==> src/verilog/parity_alarm_consts.svh <==
`ifndef PARITY_ALARM_CONSTS_SVH
`define PARITY_ALARM_CONSTS_SVH

// Register byte offsets
`define OFS_CHECK_CONTROL   8'h00
`define OFS_SHUTOFF_CONTROL 8'h04
`define OFS_FAULT_STATUS    8'h08
`define OFS_FAULT_MASK      8'h0C
`define OFS_SYNC_SELECT     8'h10

// check_control_reg fields
`define BIT_WIDE_EN         0
`define BIT_SPLIT_EN        1
`define BIT_ODD_SENSE       2

// shutoff_control_reg fields
`define BIT_SHUT_CLK_GONE   0
`define BIT_SHUT_COLLISION  1

// sync_select_reg fields
`define BIT_STROBE_SYNC     0

// fault_status_reg fields
`define BIT_PAR_A           0
`define BIT_PAR_B           1
`define BIT_PAR_C           2
`define BIT_PAR_D           3
`define BIT_PATTERN         4
`define BIT_PLL             5
`define BIT_DATA_CLK_GONE   6
`define BIT_CONV_CLK_GONE   7
`define BIT_COLLISION       8
`define BIT_ONE_APART       9
`define BIT_TWO_APART       10
`define BIT_FIFO_SUMMARY    11
`define BIT_ZERO_PTR        12
`define FAULT_BITS          13

// Reset values
`define RST_CHECK_CONTROL   3'h0
`define RST_SHUTOFF_CONTROL 2'h0
`define RST_FAULT_STATUS    13'h0000
`define RST_FAULT_MASK      13'h1FFF
`define RST_SYNC_SELECT     1'h0

// Timing
`define MCLK_PERIOD_PS      5000
`define DATA_CLK_GONE_NS    1000
`define DATA_CLK_GONE_CYC   ((`DATA_CLK_GONE_NS * 1000) / `MCLK_PERIOD_PS)

`endif

==> src/verilog/parity_alarm_pkg.sv <==
`default_nettype none
package parity_alarm_pkg;

  typedef struct packed {
    logic [15:0] ab;
    logic [15:0] cd;
    logic        strobe;
    logic        check;
  } ddr_word_t;

  typedef struct packed {
    logic wide_en;
    logic split_en;
    logic odd_sense;
  } check_mode_t;

endpackage
`default_nettype wire

==> src/verilog/ddr_link_sampler.sv <==
`timescale 1ns/1ps
`default_nettype none
module ddr_link_sampler
  import parity_alarm_pkg::*;
(
  input  wire logic                        i_mclk,
  input  wire logic                        i_rst,
  input  wire logic                        i_data_clk,
  input  wire parity_alarm_pkg::ddr_word_t i_pins,
  output logic                             o_word_valid,
  output logic                             o_word_fall,
  output parity_alarm_pkg::ddr_word_t      o_word,
  output logic                             o_clk_edge,
  output logic                             o_strobe_rise
);

  localparam int W = $bits(ddr_word_t) + 1;

  logic [W-1:0] sync1;
  logic [W-1:0] sync2;
  logic [W-1:0] sync3;
  logic         clk_level;
  logic         strobe_level;
  logic         next_clk_level;
  logic         next_strobe_level;
  logic         next_valid;
  logic         next_fall;
  logic         next_strobe_rise;
  ddr_word_t    next_word;

  ////////////////////////////////////////////////////////////////////////////
  // Edge finding: a change counts when stages two and three agree
  always_comb
  begin
    next_clk_level    = clk_level;
    next_strobe_level = strobe_level;
    next_valid        = 1'b0;
    next_fall         = o_word_fall;
    next_word         = o_word;
    next_strobe_rise  = 1'b0;
    if ((sync2[W-1] == sync3[W-1]) && (sync3[W-1] != clk_level))
    begin
      next_clk_level = sync3[W-1];
      next_valid     = 1'b1;
      next_fall      = ~sync3[W-1];
      // Data sampled mid-bit; source holds it across the data clock edge
      next_word      = sync3[W-2:0];
    end
    if ((sync2[1] == sync3[1]) && (sync3[1] != strobe_level))
    begin
      next_strobe_level = sync3[1];
      next_strobe_rise  = sync3[1];
    end
  end

  always_ff @(posedge i_mclk or posedge i_rst)
  begin
    if (i_rst)
    begin
      sync1         <= '0;
      sync2         <= '0;
      sync3         <= '0;
      clk_level     <= 1'b0;
      strobe_level  <= 1'b0;
      o_word_valid  <= 1'b0;
      o_word_fall   <= 1'b0;
      o_word        <= '0;
      o_strobe_rise <= 1'b0;
    end
    else
    begin
      sync1         <= {i_data_clk, i_pins};
      sync2         <= sync1;
      sync3         <= sync2;
      clk_level     <= next_clk_level;
      strobe_level  <= next_strobe_level;
      o_word_valid  <= next_valid;
      o_word_fall   <= next_fall;
      o_word        <= next_word;
      o_strobe_rise <= next_strobe_rise;
    end
  end

  assign o_clk_edge = o_word_valid;

endmodule
`default_nettype wire

==> src/verilog/input_parity_alarm_monitor.sv <==
`timescale 1ns/1ps
`default_nettype none
`include "parity_alarm_consts.svh"
module input_parity_alarm_monitor
  import parity_alarm_pkg::*;
(
  input  wire logic                        i_mclk,
  input  wire logic                        i_rst,
  // APB slave
  input  wire logic                        i_psel,
  input  wire logic                        i_penable,
  input  wire logic                        i_pwrite,
  input  wire logic [7:0]                  i_paddr,
  input  wire logic [31:0]                 i_pwdata,
  output logic                             o_pready,
  output logic                             o_pslverr,
  output logic [31:0]                      o_prdata,
  // Sample link
  input  wire logic                        i_data_clk,
  input  wire parity_alarm_pkg::ddr_word_t i_link,
  // Fault sources from neighbouring logic on i_mclk
  input  wire logic                        i_ptr_zero,
  input  wire logic                        i_ptr_two_apart,
  input  wire logic                        i_ptr_one_apart,
  input  wire logic                        i_ptr_equal,
  input  wire logic                        i_conv_clk_gone,
  input  wire logic                        i_pll_unlocked,
  input  wire logic                        i_pattern_mismatch,
  // Results
  output logic                             o_fault,
  output logic                             o_output_off,
  output logic                             o_strobe_ptr_sync
);

  localparam logic [7:0] GONE_CYC = 8'(`DATA_CLK_GONE_CYC);

  // Watchdog counter is eight bits; refuse a timeout it cannot reach
  if ((`DATA_CLK_GONE_CYC < 1) || (`DATA_CLK_GONE_CYC > 255))
  begin : g_gone_check
    $error("data clock timeout does not fit its counter");
  end

  check_mode_t                 mode;
  logic [1:0]                  shutoff_ctl;
  logic [`FAULT_BITS-1:0]      status;
  logic [`FAULT_BITS-1:0]      mask;
  logic                        strobe_sync_sel;
  logic [7:0]                  gone_cnt;
  logic                        data_clk_gone;
  logic                        output_off;
  logic                        strobe_sync;
  logic [31:0]                 rdata;
  logic                        slverr;

  check_mode_t                 next_mode;
  logic [1:0]                  next_shutoff_ctl;
  logic [`FAULT_BITS-1:0]      next_status;
  logic [`FAULT_BITS-1:0]      next_mask;
  logic                        next_strobe_sync_sel;
  logic [7:0]                  next_gone_cnt;
  logic                        next_data_clk_gone;
  logic                        next_output_off;
  logic                        next_strobe_sync;
  logic [31:0]                 next_rdata;
  logic                        next_slverr;

  logic                        word_valid;
  logic                        word_fall;
  ddr_word_t                   word;
  logic                        clk_edge;
  logic                        strobe_rise;
  logic [3:0]                  par_err;
  logic [`FAULT_BITS-1:0]      events;
  logic                        setup;
  logic                        wr_access;

  // Address decode shared by read and write paths
  function automatic logic [2:0] decode(input logic [7:0] addr);
    case (addr)
      `OFS_CHECK_CONTROL:   decode = 3'h1;
      `OFS_SHUTOFF_CONTROL: decode = 3'h2;
      `OFS_FAULT_STATUS:    decode = 3'h3;
      `OFS_FAULT_MASK:      decode = 3'h4;
      `OFS_SYNC_SELECT:     decode = 3'h5;
      default:              decode = 3'h0;
    endcase
  endfunction

  ////////////////////////////////////////////////////////////////////////////
  // Link capture and parity
  ddr_link_sampler u_sampler
  (
    .i_mclk        (i_mclk),
    .i_rst         (i_rst),
    .i_data_clk    (i_data_clk),
    .i_pins        (i_link),
    .o_word_valid  (word_valid),
    .o_word_fall   (word_fall),
    .o_word        (word),
    .o_clk_edge    (clk_edge),
    .o_strobe_rise (strobe_rise)
  );

  parity_judge u_judge
  (
    .i_mclk       (i_mclk),
    .i_rst        (i_rst),
    .i_mode       (mode),
    .i_word_valid (word_valid),
    .i_word_fall  (word_fall),
    .i_word       (word),
    .o_err        (par_err)
  );

  ////////////////////////////////////////////////////////////////////////////
  // Fault event collection
  always_comb
  begin
    events                     = '0;
    events[`BIT_PAR_A]         = par_err[0];
    events[`BIT_PAR_B]         = par_err[1];
    events[`BIT_PAR_C]         = par_err[2];
    events[`BIT_PAR_D]         = par_err[3];
    events[`BIT_PATTERN]       = i_pattern_mismatch;
    events[`BIT_PLL]           = i_pll_unlocked;
    events[`BIT_DATA_CLK_GONE] = data_clk_gone;
    events[`BIT_CONV_CLK_GONE] = i_conv_clk_gone;
    events[`BIT_COLLISION]     = i_ptr_equal;
    events[`BIT_ONE_APART]     = i_ptr_one_apart;
    events[`BIT_TWO_APART]     = i_ptr_two_apart;
    events[`BIT_FIFO_SUMMARY]  = i_ptr_equal | i_ptr_one_apart
                               | i_ptr_two_apart;
    events[`BIT_ZERO_PTR]      = i_ptr_zero;
  end

  ////////////////////////////////////////////////////////////////////////////
  // Data clock watchdog
  always_comb
  begin
    next_gone_cnt      = gone_cnt;
    next_data_clk_gone = data_clk_gone;
    if (clk_edge)
    begin
      next_gone_cnt      = 8'h00;
      next_data_clk_gone = 1'b0;
    end
    else if (gone_cnt >= GONE_CYC)
      next_data_clk_gone = 1'b1;
    else
      next_gone_cnt = gone_cnt + 8'h01;
  end

  always_ff @(posedge i_mclk or posedge i_rst)
  begin
    if (i_rst)
    begin
      gone_cnt      <= 8'h00;
      data_clk_gone <= 1'b0;
    end
    else
    begin
      gone_cnt      <= next_gone_cnt;
      data_clk_gone <= next_data_clk_gone;
    end
  end

  ////////////////////////////////////////////////////////////////////////////
  // APB registers
  assign setup     = i_psel & ~i_penable;
  assign wr_access = i_psel & i_penable & i_pwrite;

  always_comb
  begin
    next_mode            = mode;
    next_shutoff_ctl     = shutoff_ctl;
    next_mask            = mask;
    next_strobe_sync_sel = strobe_sync_sel;
    next_status          = status;
    next_rdata           = rdata;
    next_slverr          = slverr;
    if (setup)
    begin
      next_slverr = (decode(i_paddr) == 3'h0);
      next_rdata  = 32'h0000_0000;
      unique case (decode(i_paddr))
        3'h1: next_rdata[2:0] = {mode.odd_sense, mode.split_en,
                                 mode.wide_en};
        3'h2: next_rdata[1:0] = shutoff_ctl;
        3'h3: next_rdata[`FAULT_BITS-1:0] = status;
        3'h4: next_rdata[`FAULT_BITS-1:0] = mask;
        3'h5: next_rdata[0] = strobe_sync_sel;
        3'h0: next_rdata = 32'h0000_0000;
      endcase
    end
    if (wr_access)
    begin
      unique case (decode(i_paddr))
        3'h1:
        begin
          next_mode.wide_en   = i_pwdata[`BIT_WIDE_EN];
          next_mode.split_en  = i_pwdata[`BIT_SPLIT_EN];
          next_mode.odd_sense = i_pwdata[`BIT_ODD_SENSE];
        end
        3'h2: next_shutoff_ctl = i_pwdata[1:0];
        // Writing zero clears, writing one leaves the bit alone
        3'h3: next_status = status & i_pwdata[`FAULT_BITS-1:0];
        3'h4: next_mask = i_pwdata[`FAULT_BITS-1:0];
        3'h5: next_strobe_sync_sel = i_pwdata[`BIT_STROBE_SYNC];
        3'h0: next_status = status;
      endcase
    end
    // Set after clear: a live fault survives a clearing write
    next_status = next_status | events;
  end

  always_ff @(posedge i_mclk or posedge i_rst)
  begin
    if (i_rst)
    begin
      mode            <= check_mode_t'(`RST_CHECK_CONTROL);
      shutoff_ctl     <= `RST_SHUTOFF_CONTROL;
      status          <= `RST_FAULT_STATUS;
      mask            <= `RST_FAULT_MASK;
      strobe_sync_sel <= `RST_SYNC_SELECT;
      rdata           <= 32'h0000_0000;
      slverr          <= 1'b0;
    end
    else
    begin
      mode            <= next_mode;
      shutoff_ctl     <= next_shutoff_ctl;
      status          <= next_status;
      mask            <= next_mask;
      strobe_sync_sel <= next_strobe_sync_sel;
      rdata           <= next_rdata;
      slverr          <= next_slverr;
    end
  end

  // Zero wait states; read data was latched in the setup cycle
  assign o_pready  = 1'b1;
  assign o_pslverr = i_psel & i_penable & slverr;
  assign o_prdata  = rdata;

  ////////////////////////////////////////////////////////////////////////////
  // Fault pin, output shutoff, strobe pointer sync
  always_comb
  begin
    // Sticky status drives shutoff so outputs stay off until cleared
    next_output_off =
      (shutoff_ctl[`BIT_SHUT_CLK_GONE] &
       (status[`BIT_DATA_CLK_GONE] | status[`BIT_CONV_CLK_GONE])) |
      (shutoff_ctl[`BIT_SHUT_COLLISION] & status[`BIT_COLLISION]);
    // Strobe carries parity in split mode, so it may not move pointers
    next_strobe_sync = strobe_rise & strobe_sync_sel
                     & ~mode.split_en;
  end

  always_ff @(posedge i_mclk or posedge i_rst)
  begin
    if (i_rst)
    begin
      output_off  <= 1'b0;
      strobe_sync <= 1'b0;
      o_fault     <= 1'b0;
    end
    else
    begin
      output_off  <= next_output_off;
      strobe_sync <= next_strobe_sync;
      o_fault     <= |(status & ~mask);
    end
  end

  assign o_output_off      = output_off;
  assign o_strobe_ptr_sync = strobe_sync;

endmodule
`default_nettype wire

==> src/verilog/parity_judge.sv <==
`timescale 1ns/1ps
`default_nettype none
module parity_judge
  import parity_alarm_pkg::*;
(
  input  wire logic                          i_mclk,
  input  wire logic                          i_rst,
  input  wire parity_alarm_pkg::check_mode_t i_mode,
  input  wire logic                          i_word_valid,
  input  wire logic                          i_word_fall,
  input  wire parity_alarm_pkg::ddr_word_t   i_word,
  output logic [3:0]                         o_err
);

  logic [3:0] next_err;

  // True when the count of ones disagrees with the selected sense
  function automatic logic wrong(input logic ones_odd, input logic odd_sense);
    wrong = ones_odd ^ odd_sense;
  endfunction

  ////////////////////////////////////////////////////////////////////////////
  always_comb
  begin
    logic wide_bad;
    logic path1_bad;
    logic path2_bad;
    wide_bad  = wrong(^{i_word.ab, i_word.cd, i_word.check},
                      i_mode.odd_sense);
    path1_bad = wrong(^{i_word.ab, i_word.strobe}, i_mode.odd_sense);
    path2_bad = wrong(^{i_word.cd, i_word.check}, i_mode.odd_sense);
    next_err  = 4'h0;
    if (i_word_valid)
    begin
      // Split mode wins when software sets both enables
      if (i_mode.split_en)
      begin
        next_err[0] = path1_bad & ~i_word_fall;
        next_err[1] = path1_bad &  i_word_fall;
        next_err[2] = path2_bad & ~i_word_fall;
        next_err[3] = path2_bad &  i_word_fall;
      end
      else if (i_mode.wide_en)
      begin
        next_err[0] = wide_bad & ~i_word_fall;
        next_err[1] = wide_bad &  i_word_fall;
      end
    end
  end

  always_ff @(posedge i_mclk or posedge i_rst)
  begin
    if (i_rst)
      o_err <= 4'h0;
    else
      o_err <= next_err;
  end

endmodule
`default_nettype wire
==> config.mk <==
export PLATFORM = sky130hd
export DESIGN_NAME = input_parity_alarm_monitor
export DESIGN_NICKNAME = d
export VERILOG_FILES = /design/src/verilog/parity_alarm_pkg.sv /design/src/verilog/ddr_link_sampler.sv /design/src/verilog/input_parity_alarm_monitor.sv /design/src/verilog/parity_judge.sv
export VERILOG_INCLUDE_DIRS = /design/src /design/src/verilog
export SDC_FILE = /design/constraint.sdc
export NUM_CORES = 1
export LEC_CHECK = 0
export CORE_ASPECT_RATIO = 1.2
export CORE_MARGIN = 10
export CORE_UTILIZATION = 46
export CTS_CLUSTER_DIAMETER = 50
export DETAILED_ROUTE_END_ITERATION = 10
export DONT_BUFFER_PORTS = 1
export PLACE_DENSITY = 0.67
export SETUP_SLACK_MARGIN = 0.3
export SYNTH_ARGS = -nofsm -noshare
export SYNTH_HDL_FRONTEND = slang
export SYNTH_SLANG_ARGS = --single-unit
==> constraint.sdc <==
create_clock -name i_mclk -period 10.7 [get_ports i_mclk]
set_input_delay 0 -clock i_mclk [delete_from_list [all_inputs] [get_ports i_mclk]]
set_output_delay 0 -clock i_mclk [all_outputs]
set_load 0.005 [all_outputs]
=== After elaboration in Yosys (flattened, before gate mapping) ===
Cells that the tools add are included.

* Word-level logic and storage cells: 109
* Bits of input ports: 87
* Register bits: 206
* Output and inout bits: 37

* Bitwise gates (word level): 29
* Equality and inequality tests: 19
* $add $sub $neg: 1
* Reductions and logical operators: 13
* Order comparisons: 1
* Mux-type cells: 19

{| class="wikitable"
|+ Operators by type and width
! operator !! count
|-
| XOR reduction 17 bit || 2
|-
| XOR reduction 33 bit || 1
|-
| bitwise AND 13 bit || 2
|-
| two-way mux 13 bit || 2
|-
| case mux 10 bit (2 select lines) || 1
|-
| equality test 8 x 4 -> 1 bit, second input constant || 2
|-
| two-way mux 8 bit || 2
|-
| case mux 3 bit (5 select lines) || 1
|-
| bitwise AND 1 bit || 14
|-
| NOT 13 bit || 1
|-
| OR 13 bit || 1
|-
| OR reduction 13 bit || 1
|-
| equality test 3 x 2 -> 1 bit, second input constant || 4
|-
| equality test 3 bit, second input constant || 4
|-
| adder 8 x 1 -> 8 bit, second input constant || 1
|-
| equality test 8 x 3 -> 1 bit, second input constant || 1
|-
| equality test 8 x 5 -> 1 bit, second input constant || 1
|-
| greater-or-equal comparator 8 bit, second input constant || 1
|-
| logical NOT 8 bit || 1
|-
| AND reduction 2 bit || 4
|-
| equality test 3 x 1 -> 1 bit, second input constant || 2
|-
| two-way mux 2 bit || 3
|-
| two-way mux 3 bit || 2
|-
| case mux 1 bit (6 select lines) || 1
|-
| 13 further kinds || 27
|}

=== Longest topological paths before layout ===
Gate-level depths: netlist of the first run.

* Depth after elaboration: 7
* Gate-level depth with buffers: 7
* Gate-level depth less buffers: 6

=== Cells and area by module ===
A second synthesis of the first run with hierarchy kept.

* Cell total of the unflattened synthesis: 621
* Area, all modules: 8,196.6 µm²

{| class="wikitable"
|+ By module, submodules not included
! module !! area an instance (µm²) !! cells each !! instances !! sequential area each (µm²)
|-
| ddr_link_sampler || 4,833.4 || 318 || 1 || 3,603.5
|-
| input_parity_alarm_monitor || 2,875.3 || 257 || 1 || 1,467.7
|-
| parity_judge || 488.0 || 46 || 1 || 100.1
|}

=== Worst setup path before layout of the first run ===
Ideal clock, no wire load.

* Kind: reg2reg
* Start point: register u_sampler.o_word[5] in the netlist's numbering
* End point: register u_judge.o_err[0]
* Arrival: 1,547 ps
* Slack: 9,028 ps
* Path buffers: 0
* Data required time: 10,575 ps
* Setup time: 125 ps
* Cell stages (with the launch flop): 7
* Clock period less this slack: 1,672 ps
* Cells stage by stage: dfrtp_1 > xor2_1 > xnor2_1 > xnor3_1 > xnor2_2 > xor2_1 > o2bb2ai_1

* Cells in the longest elaborated chain, start to end: 6

{| class="wikitable"
|+ RTL lines
! item !! RTL line !! source
|-
| from (decl) || ddr_link_sampler.sv:12 || <nowiki>output parity_alarm_pkg::ddr_word_t o_word,</nowiki>
|-
| from (signal assigned) || ddr_link_sampler.sv:79 || <nowiki>o_word <= next_word;</nowiki>
|-
| XOR reduction 33 bit || parity_judge.sv:28 || <nowiki>wide_bad = wrong(^{i_word.ab, i_word.cd, i_word.check},</nowiki>
|-
| XOR 1 bit || parity_judge.sv:19 || <nowiki>wrong = ones_odd ^ odd_sense;</nowiki>
|-
| bitwise AND 1 bit || parity_judge.sv:45 || <nowiki>next_err[0] = wide_bad & ~i_word_fall;</nowiki>
|-
| two-way mux 2 bit || parity_judge.sv:43 || <nowiki>else if (i_mode.wide_en)</nowiki>
|-
| two-way mux 2 bit || parity_judge.sv:36 || <nowiki>if (i_mode.split_en)</nowiki>
|-
| two-way mux 4 bit || parity_judge.sv:33 || <nowiki>if (i_word_valid)</nowiki>
|-
| named net u_judge.next_err[0] || parity_judge.sv:15 || <nowiki>logic [3:0] next_err;</nowiki>
|-
| to (signal assigned) || parity_judge.sv:56 || <nowiki>o_err <= next_err;</nowiki>
|-
| to (decl) || parity_judge.sv:12 || <nowiki>output logic [3:0] o_err</nowiki>
|}

The timed path passes the listed nets, and every way through them passes these cells.
A chain may end at the register's enable or synchronous reset.

=== Final worst setup path of the first run ===
* Start point: input i_paddr[1]
* End point: register rdata[5], in the netlist o_prdata[5]

* Cells in the longest elaborated chain, start to end: 5
* Elaborated cells on any way between the ends: 10
* Those cells by class: eq/ne: 6; mux: 3; reduce/logical: 1

{| class="wikitable"
|+ RTL lines
! item !! RTL line !! source
|-
| from (decl) || input_parity_alarm_monitor.sv:13 || <nowiki>input wire logic [7:0] i_paddr,</nowiki>
|-
| equality test 8 x 5 -> 1 bit (tied with other cells) || input_parity_alarm_monitor.sv:79 || <nowiki>case (addr)</nowiki>
|-
| case mux 3 bit (5 select lines) (*) || input_parity_alarm_monitor.sv:79 ||
|-
| two-way mux 3 bit (*) || input_parity_alarm_monitor.sv:181 || <nowiki>if (setup)</nowiki>
|-
| equality test 3 bit / equality test 3 x 2 -> 1 bit (equally long branches) || input_parity_alarm_monitor.sv:185 || <nowiki>unique case (decode(i_paddr))</nowiki>
|-
| case mux 10 bit (2 select lines) (*) || input_parity_alarm_monitor.sv:185 ||
|-
| to (signal assigned) || input_parity_alarm_monitor.sv:235 || <nowiki>rdata <= next_rdata;</nowiki>
|-
| to (decl) || input_parity_alarm_monitor.sv:52 || <nowiki>logic [31:0] rdata;</nowiki>
|}

Every way passes the cells marked *; elsewhere a longest branch is shown, timed or not. The select of a mux whose other input is x is not followed.

==> results of run 1 <==
## sequential cells by signal (all words and copies together), names as in the netlist, 2 cells and up
name              cells
gone_cnt              8
mask                 13
mode                  3
o_prdata             13
shutoff_ctl           2
status               13
u_judge.o_err         4
u_sampler.o_word     34
u_sampler.sync1      35
u_sampler.sync2      35
u_sampler.sync3      35
## worst max-delay path: stages
cell and delay, ns:
dlygate4sd3_1 0.54, nor4_1 0.17, dlygate4sd3_1 0.59, nand2b_1 0.12
dlygate4sd3_1 0.63, nor2_1 0.19, nand4b_1 0.15, dlygate4sd3_1 0.72
o21ai_0 0.23
## how the worst max path moves through the flow
stage	startpoint	endpoint	slack [ns]	depth (start not counted)
finish	i_paddr[1]	o_prdata[5]$_DFFE_PP0P_	7.76	9
global route	i_paddr[1]	o_prdata[4]$_DFFE_PP0P_	7.54	9
CTS	i_paddr[1]	o_prdata[5]$_DFFE_PP0P_	7.86	9
detailed placement	u_sampler.sync2[34]$_DFF_PP0_	u_sampler.o_word[4]$_DFFE_PP0P_	8.64	4
global placement	u_sampler.sync2[34]$_DFF_PP0_	u_sampler.o_word[23]$_DFFE_PP0P_	8.74	4
floorplan	i_rst	data_clk_gone$_DFFE_PP0P_	5.10	1
## per-layer routing
metal / track usage [%] / vias to the layer above / part of all wire (%)
met1: 13.6 / 1936 / 40
met5: 0 / - / 0
met2: 20.3 / 102 / 51
met3: 3.39 / 23 / 6.9
met4: 3.64 / 0 / 2.2
li1: - / 1794 / -
## per-stage QoR
| stage | hold slack [ns] | worst slack [ns] |
|---|---|---|
| final | 0.0564 | 7.76 |
| after detailed placement | 0.0315 | 8.64 |
| after global routing | 0.0459 | 7.54 |
| after global placement | 0.0315 | 8.74 |
| after floorplan | 0.0314 | 5.10 |
| after CTS | 0.0378 | 7.86 |
## where the power goes
group          leakage [nW]  switching, mW  total, mW  internal (mW)
clock network         0.371          0.295      0.777          0.482
registers              2.44         0.0380      0.879          0.841
logic                  1.11          0.150      0.312          0.162
## repair_timing
item,CTS,global route
hold buffers,74,0
gates resized for setup,0,0
buffers inserted,0,0
hold endpoints to repair,197,0
## placed cells by master (no fill, tap or decap), types with 2 or more instances in the layout
| cell type | instances |
|---|---|
| a21oi_1 | 6 |
| o2bb2ai_1 | 2 |
| nand4b_1 | 2 |
| o21ai_0 | 30 |
| nand3_1 | 7 |
| dlygate4sd3_1 | 74 |
| bufinv_16 | 3 |
| nand3b_1 | 3 |
| ha_1 | 2 |
| a31oi_1 | 2 |
| clkbuf_16 | 23 |
| nand2b_1 | 13 |
| and3_1 | 4 |
| clkbuf_8 | 2 |
| mux4_2 | 2 |
| conb_1 | 20 |
| nor3_1 | 4 |
| o22ai_1 | 4 |
| dfrtp_1 | 193 |
| mux2_2 | 53 |
| inv_1 | 18 |
| mux2i_1 | 11 |
| nor2_1 | 14 |
| xnor2_1 | 31 |
| clkinvlp_4 | 2 |
| maj3_1 | 2 |
| nand2_1 | 28 |
| clkbuf_1 | 3 |
| xor2_1 | 7 |
| dfstp_2 | 13 |
| clkinv_2 | 4 |
## cell families (layout without fill, tap and decap cells)
group           after synthesis  after routing
flops                       206            206
other cells                   2             20
buf+inv                      50            133
simple gates                 80             80
fa+ha+maj                     4              4
compound gates               49             49
xor+xnor                     40             40
mux                          66             66
## cell type report
type                       instances  area (um2)
clock inverter                    11         150
inverter                          19        78.8
tap                              208         260
clock buffer                      28         614
fill                            1208        6620
timing repair buffer              75         748
multi-input combinational        259        1930
sequential                       206        5170
==> run metrics, run 1 <==
DRT Pass-1 Iters=4; post-synthesis sequential area ratio=70.9%; count of yosys warnings during synthesis=0; Max clock buf depth=3; Yosys top cell area share=66.2%; final hold vios=0; CP Class=in2reg; cells after synthesis=497; Post-synth EDFFs=0; CP Max Fanout=10; number of synthesized register bits=206; GPL Wtd Cong=0.777; post-DR wirelength/cell=15.4 um; post-route clock period utilization=27.5%; post-synthesis adder-cell area fraction=0.617%; Lkg Pwr=3.92 nW; die area=21,300 um2; Initial Util=46.8%; Worst Hold Endpoint=o_prdata[0]$_DFFE_PP0P_; # setup viols final=0; top post-synthesis cells by count=dfrtp_1, mux2_2, xnor2_1; Inst Count DP=693; CTS tree=built; GRT Util Overall=11.7%; CP endpoint kind=flip-flop; core area=15,600 um2; final net count=672; compound-gate portion of the synthesized area=3.88%; Syn Area/Cell=14.7 um2; H-tree depth=1; cell taking the most area after synthesis=dfrtp_1; vias post-DR=3,855; Clock Latency Late Sink=0.49 ns; Boundary Pins=124; number of max-cap violations=0; antenna violations before repair=0; RSZ-0062 raised after global routing=no; HP Start=i_paddr[2]; num rows=50; R2R setup slack=8.69 ns; R2R Path Start=u_sampler.sync2[34]$_DFF_PP0_; CP required=11.10 ns; largest net degree at the start of global routing=118; Syn Std Cell Area=7300 um2; Remaining DRCs=0; Slew headroom=24.5%; Final Cell Area=8960 um2; worst vdd ir=0.149 mV; Setup Total Neg Slack=0 ns; Design Power=1.97 mW; status=finished clean; vias per cell=4.78; Worst Max-Slew Pin Slew=1.13 ns; DP HPWL=7.84 mm; worst-case clock skew=0.00644 ns; CP arrival=3.34 ns; Post-DRT Antenna Nets=0; I/O Buffers=0; CTS Sinks=206; Die W=135 um; Post-Synth XOR/XNOR Area=5.09%; Iter 0 DRT Violations=201; prevailing post-synth register cell=dfrtp_1; layout cells sized above 1=18.6%; Root Driver=clkbuf_16; pwr dens=220 nW/um2; Startpoint Class=primary input; Placed Area=7450 um2; Tmin final=2.94 ns; worst min-delay path category=in2reg; number of distinct library cells after synthesis=40; number of global-route vias before repair=4,184; Synth Area in Simple Gates=5.44%; Ant. Diodes=0; fin cells=806; Util after Layout=57.5%; Async S/R FF share, synth=100%; cell with the most instances after synthesis=dfrtp_1; gr ovfl total=0; max-slew violations=0; TritonCTS Buffers=22; Area contributors post-synth=dfrtp_1, mux2_2, dfstp_2, xnor2_1, buf_4; largest family of logic cells by synthesized area=multiplexers; final wirelength=12.4 mm; f_max=0.340 GHz; first-pass GRT wire length=20.6 mm; Hold Path Depth=4; reg2reg path depth=4; reg2reg end=u_sampler.o_word[5]$_DFFE_PP0P_; clock-pin slew on the worst setup and hold paths=0.06 ns; die height=158 um; mux cell area share after synthesis=10.3%; Area Growth Syn to Fin=22.8%
(Power assumes the default switching activity.)
==> run 2, diff against run 1 <==
clock period = 2.8 ns   (was 10.7 ns; I/O delays follow)
==> run 2 against run 1 <==
Compared with the run above:
- clock skew rose by 0.0041 ns
- hold slack barely moved
- setup slack got worse by 7.2 ns
- combinational power rose to 3.8 times the previous value
- via count rose by 1.3%
- sequential share of layout area fell by 0.27 points
- critical path type unchanged
- critical endpoint is now shutoff_ctl[0]$_DFFE_PP0P_
- largest power group unchanged
- highest routed layer unchanged
==> run metrics, run 2 (same netlist as run 1, synthesis figures left out) <==
most frequent cells in the layout=dfrtp_1, dlygate4sd3_1, mux2_2; number of max-cap violations=0; Int Power=5.73 mW; Remaining DRCs=0; number of global-route vias before repair=4,305; vias post-DR=3,904; sequential power share=44.7%; Sw Ratio=23.9%; R2R setup slack=0.79 ns; Iter 0 DRT Violations=148; Post-DRT Antenna Nets=0; post-route clock period utilization=81.4%; CP Max Fanout=4; Setup Fix Bufs, Post-CTS=0; num rows=50; Design Power=7.52 mW; status=finished clean; Worst Hold Endpoint=u_sampler.sync1[23]$_DFF_PP0_; final wirelength=12.6 mm; R2R Path Start=u_sampler.sync2[34]$_DFF_PP0_; reg2reg end=u_sampler.o_word[9]$_DFFE_PP0P_; GPL Wtd Cong=0.775; worst min-delay path category=in2reg; first-pass GRT wire length=21.3 mm; layout cells sized above 1=18.5%; Startpoint Class=primary input; Max clock buf depth=3; H-tree depth=1; Initial Util=46.8%; worst-case clock skew=0.0105 ns; Boundary Pins=124; Lkg Pwr=3.94 nW; # setup viols final=0; CP endpoint kind=flip-flop; antenna violations before repair=0; Root Driver=clkbuf_16; Ant. Diodes=0; largest net degree at the start of global routing=108; TritonCTS Buffers=21; post-DR wirelength/cell=15.6 um; Worst Max-Slew Pin Slew=1.14 ns; max-slew violations=0; CP required=3.17 ns; I/O Buffers=0; most common cell after layout, fill and taps aside=dfrtp_1; Area Growth Syn to Fin=23.3%; vias per cell=4.84; DRT Pass-1 Iters=4; Clock Latency Late Sink=0.49 ns; reg2reg path depth=4; Setup Total Neg Slack=0 ns; GRT Util Overall=12.1%; gr ovfl total=0; HP Start=i_link[23]; Die W=135 um; f_max=0.439 GHz; pwr dens=836 nW/um2; CTS Sinks=206; CP arrival=2.65 ns; CTS tree=built; die area=21,300 um2; core area=15,600 um2; Slew headroom=23.9%; Hold Path Depth=1; Clk pwr share=39.6%; final hold vios=0; DP HPWL=7.93 mm; worst vdd ir=0.698 mV; Largest regs=u_sampler.sync1: 35 flops, u_sampler.sync2: 35 flops, u_sampler.sync3: 35 flops; Net Sw Power=1.79 mW; Tmin final=2.28 ns; RSZ-0062 raised after global routing=no; die height=158 um; clock-pin slew on the worst setup and hold paths=0.06 ns; CP Class=in2reg; combinational fraction of design power=15.7%; final net count=674
[run 2: cell count changes in the layout (fill, tap and decap cells not counted), moves of 2 or more]
cell,delta
buf_12,+2
clkbuf_16,-2
bufinv_16,+2
dlygate4sd3_1,+2
[run 2: layer usage]
| metal | up-vias | GRT usage (%) | share of wire, % |
|---|---|---|---|
| met5 | - | 0 | 0 |
| met2 | 116 | 20.8 | 50 |
| met3 | 27 | 3.71 | 8.0 |
| li1 | 1794 | - | - |
| met1 | 1967 | 13.9 | 39 |
| met4 | 0 | 4.31 | 2.8 |
[run 2: worst max-delay path, stage by stage]
cell	delay [ns]
dlygate4sd3_1	0.54
nor4_1	0.16
nand2b_1	0.17
nor3_4	0.21
dlygate4sd3_1	0.60
nand3b_1	0.10
dlygate4sd3_1	0.61
mux2_2	0.27
[run 2: through the flow]
stage / utilization, % / setup slack (ns) / area (um2) / hold WS [ns] / instances
3_3_place_gp: 48.0 / 0.831 / 7480 / 0.0315 / 694
5_1_grt: 57.8 / 0.351 / 9000 / 0.0462 / 807
4_1_cts: 57.7 / 0.477 / 8990 / 0.0373 / 807
2_1_floorplan: - / 0.138 / 7370 / 0.0314 / 515
3_5_place_dp: 48.0 / 0.743 / 7480 / 0.0315 / 694
6_report: 57.8 / 0.520 / 9000 / 0.0567 / 807
[run 2: layout make-up]
class,count,area [um2]
clock buffer,25,561
clock inverter,12,191
fill,1211,6580
inverter,19,75.1
multi-input combinational,259,1940
sequential,206,5170
tap,208,260
timing repair buffer,78,801
[run 2: how the worst max path moves through the flow]
stage / end / cells after the start / startpoint / slack (ns)
after floorplan: data_clk_gone$_DFFE_PP0P_ / 1 / i_rst / 0.14
after global placement: u_sampler.o_word[1]$_DFFE_PP0P_ / 4 / u_sampler.sync2[34]$_DFF_PP0_ / 0.83
after detailed placement: u_sampler.o_word[20]$_DFFE_PP0P_ / 4 / u_sampler.sync2[34]$_DFF_PP0_ / 0.74
after CTS: shutoff_ctl[0]$_DFFE_PP0P_ / 8 / i_paddr[1] / 0.48
after global routing: shutoff_ctl[1]$_DFFE_PP0P_ / 8 / i_paddr[1] / 0.35
final: shutoff_ctl[0]$_DFFE_PP0P_ / 8 / i_paddr[1] / 0.52
[run 2: power groups by stage]
stage / clock (mW) / sequential, mW / combinational [mW]
after global routing: 3.20 / 3.39 / 1.30
final: 2.98 / 3.36 / 1.18
after floorplan: 0 / 3.37 / 0.971
after global placement: 0 / 3.40 / 1.07
after detailed placement: 0 / 3.42 / 1.12
after CTS: 3.06 / 3.37 / 1.21
[run 2: repair_timing]
| action | 4_1_cts | 5_1_grt |
|---|---|---|
| endpoints found under the hold margin | 287 | 0 |
| gates resized for setup | 0 | 1 |
| hold buffers | 76 | 0 |
| setup endpoints to repair | 0 | 2 |
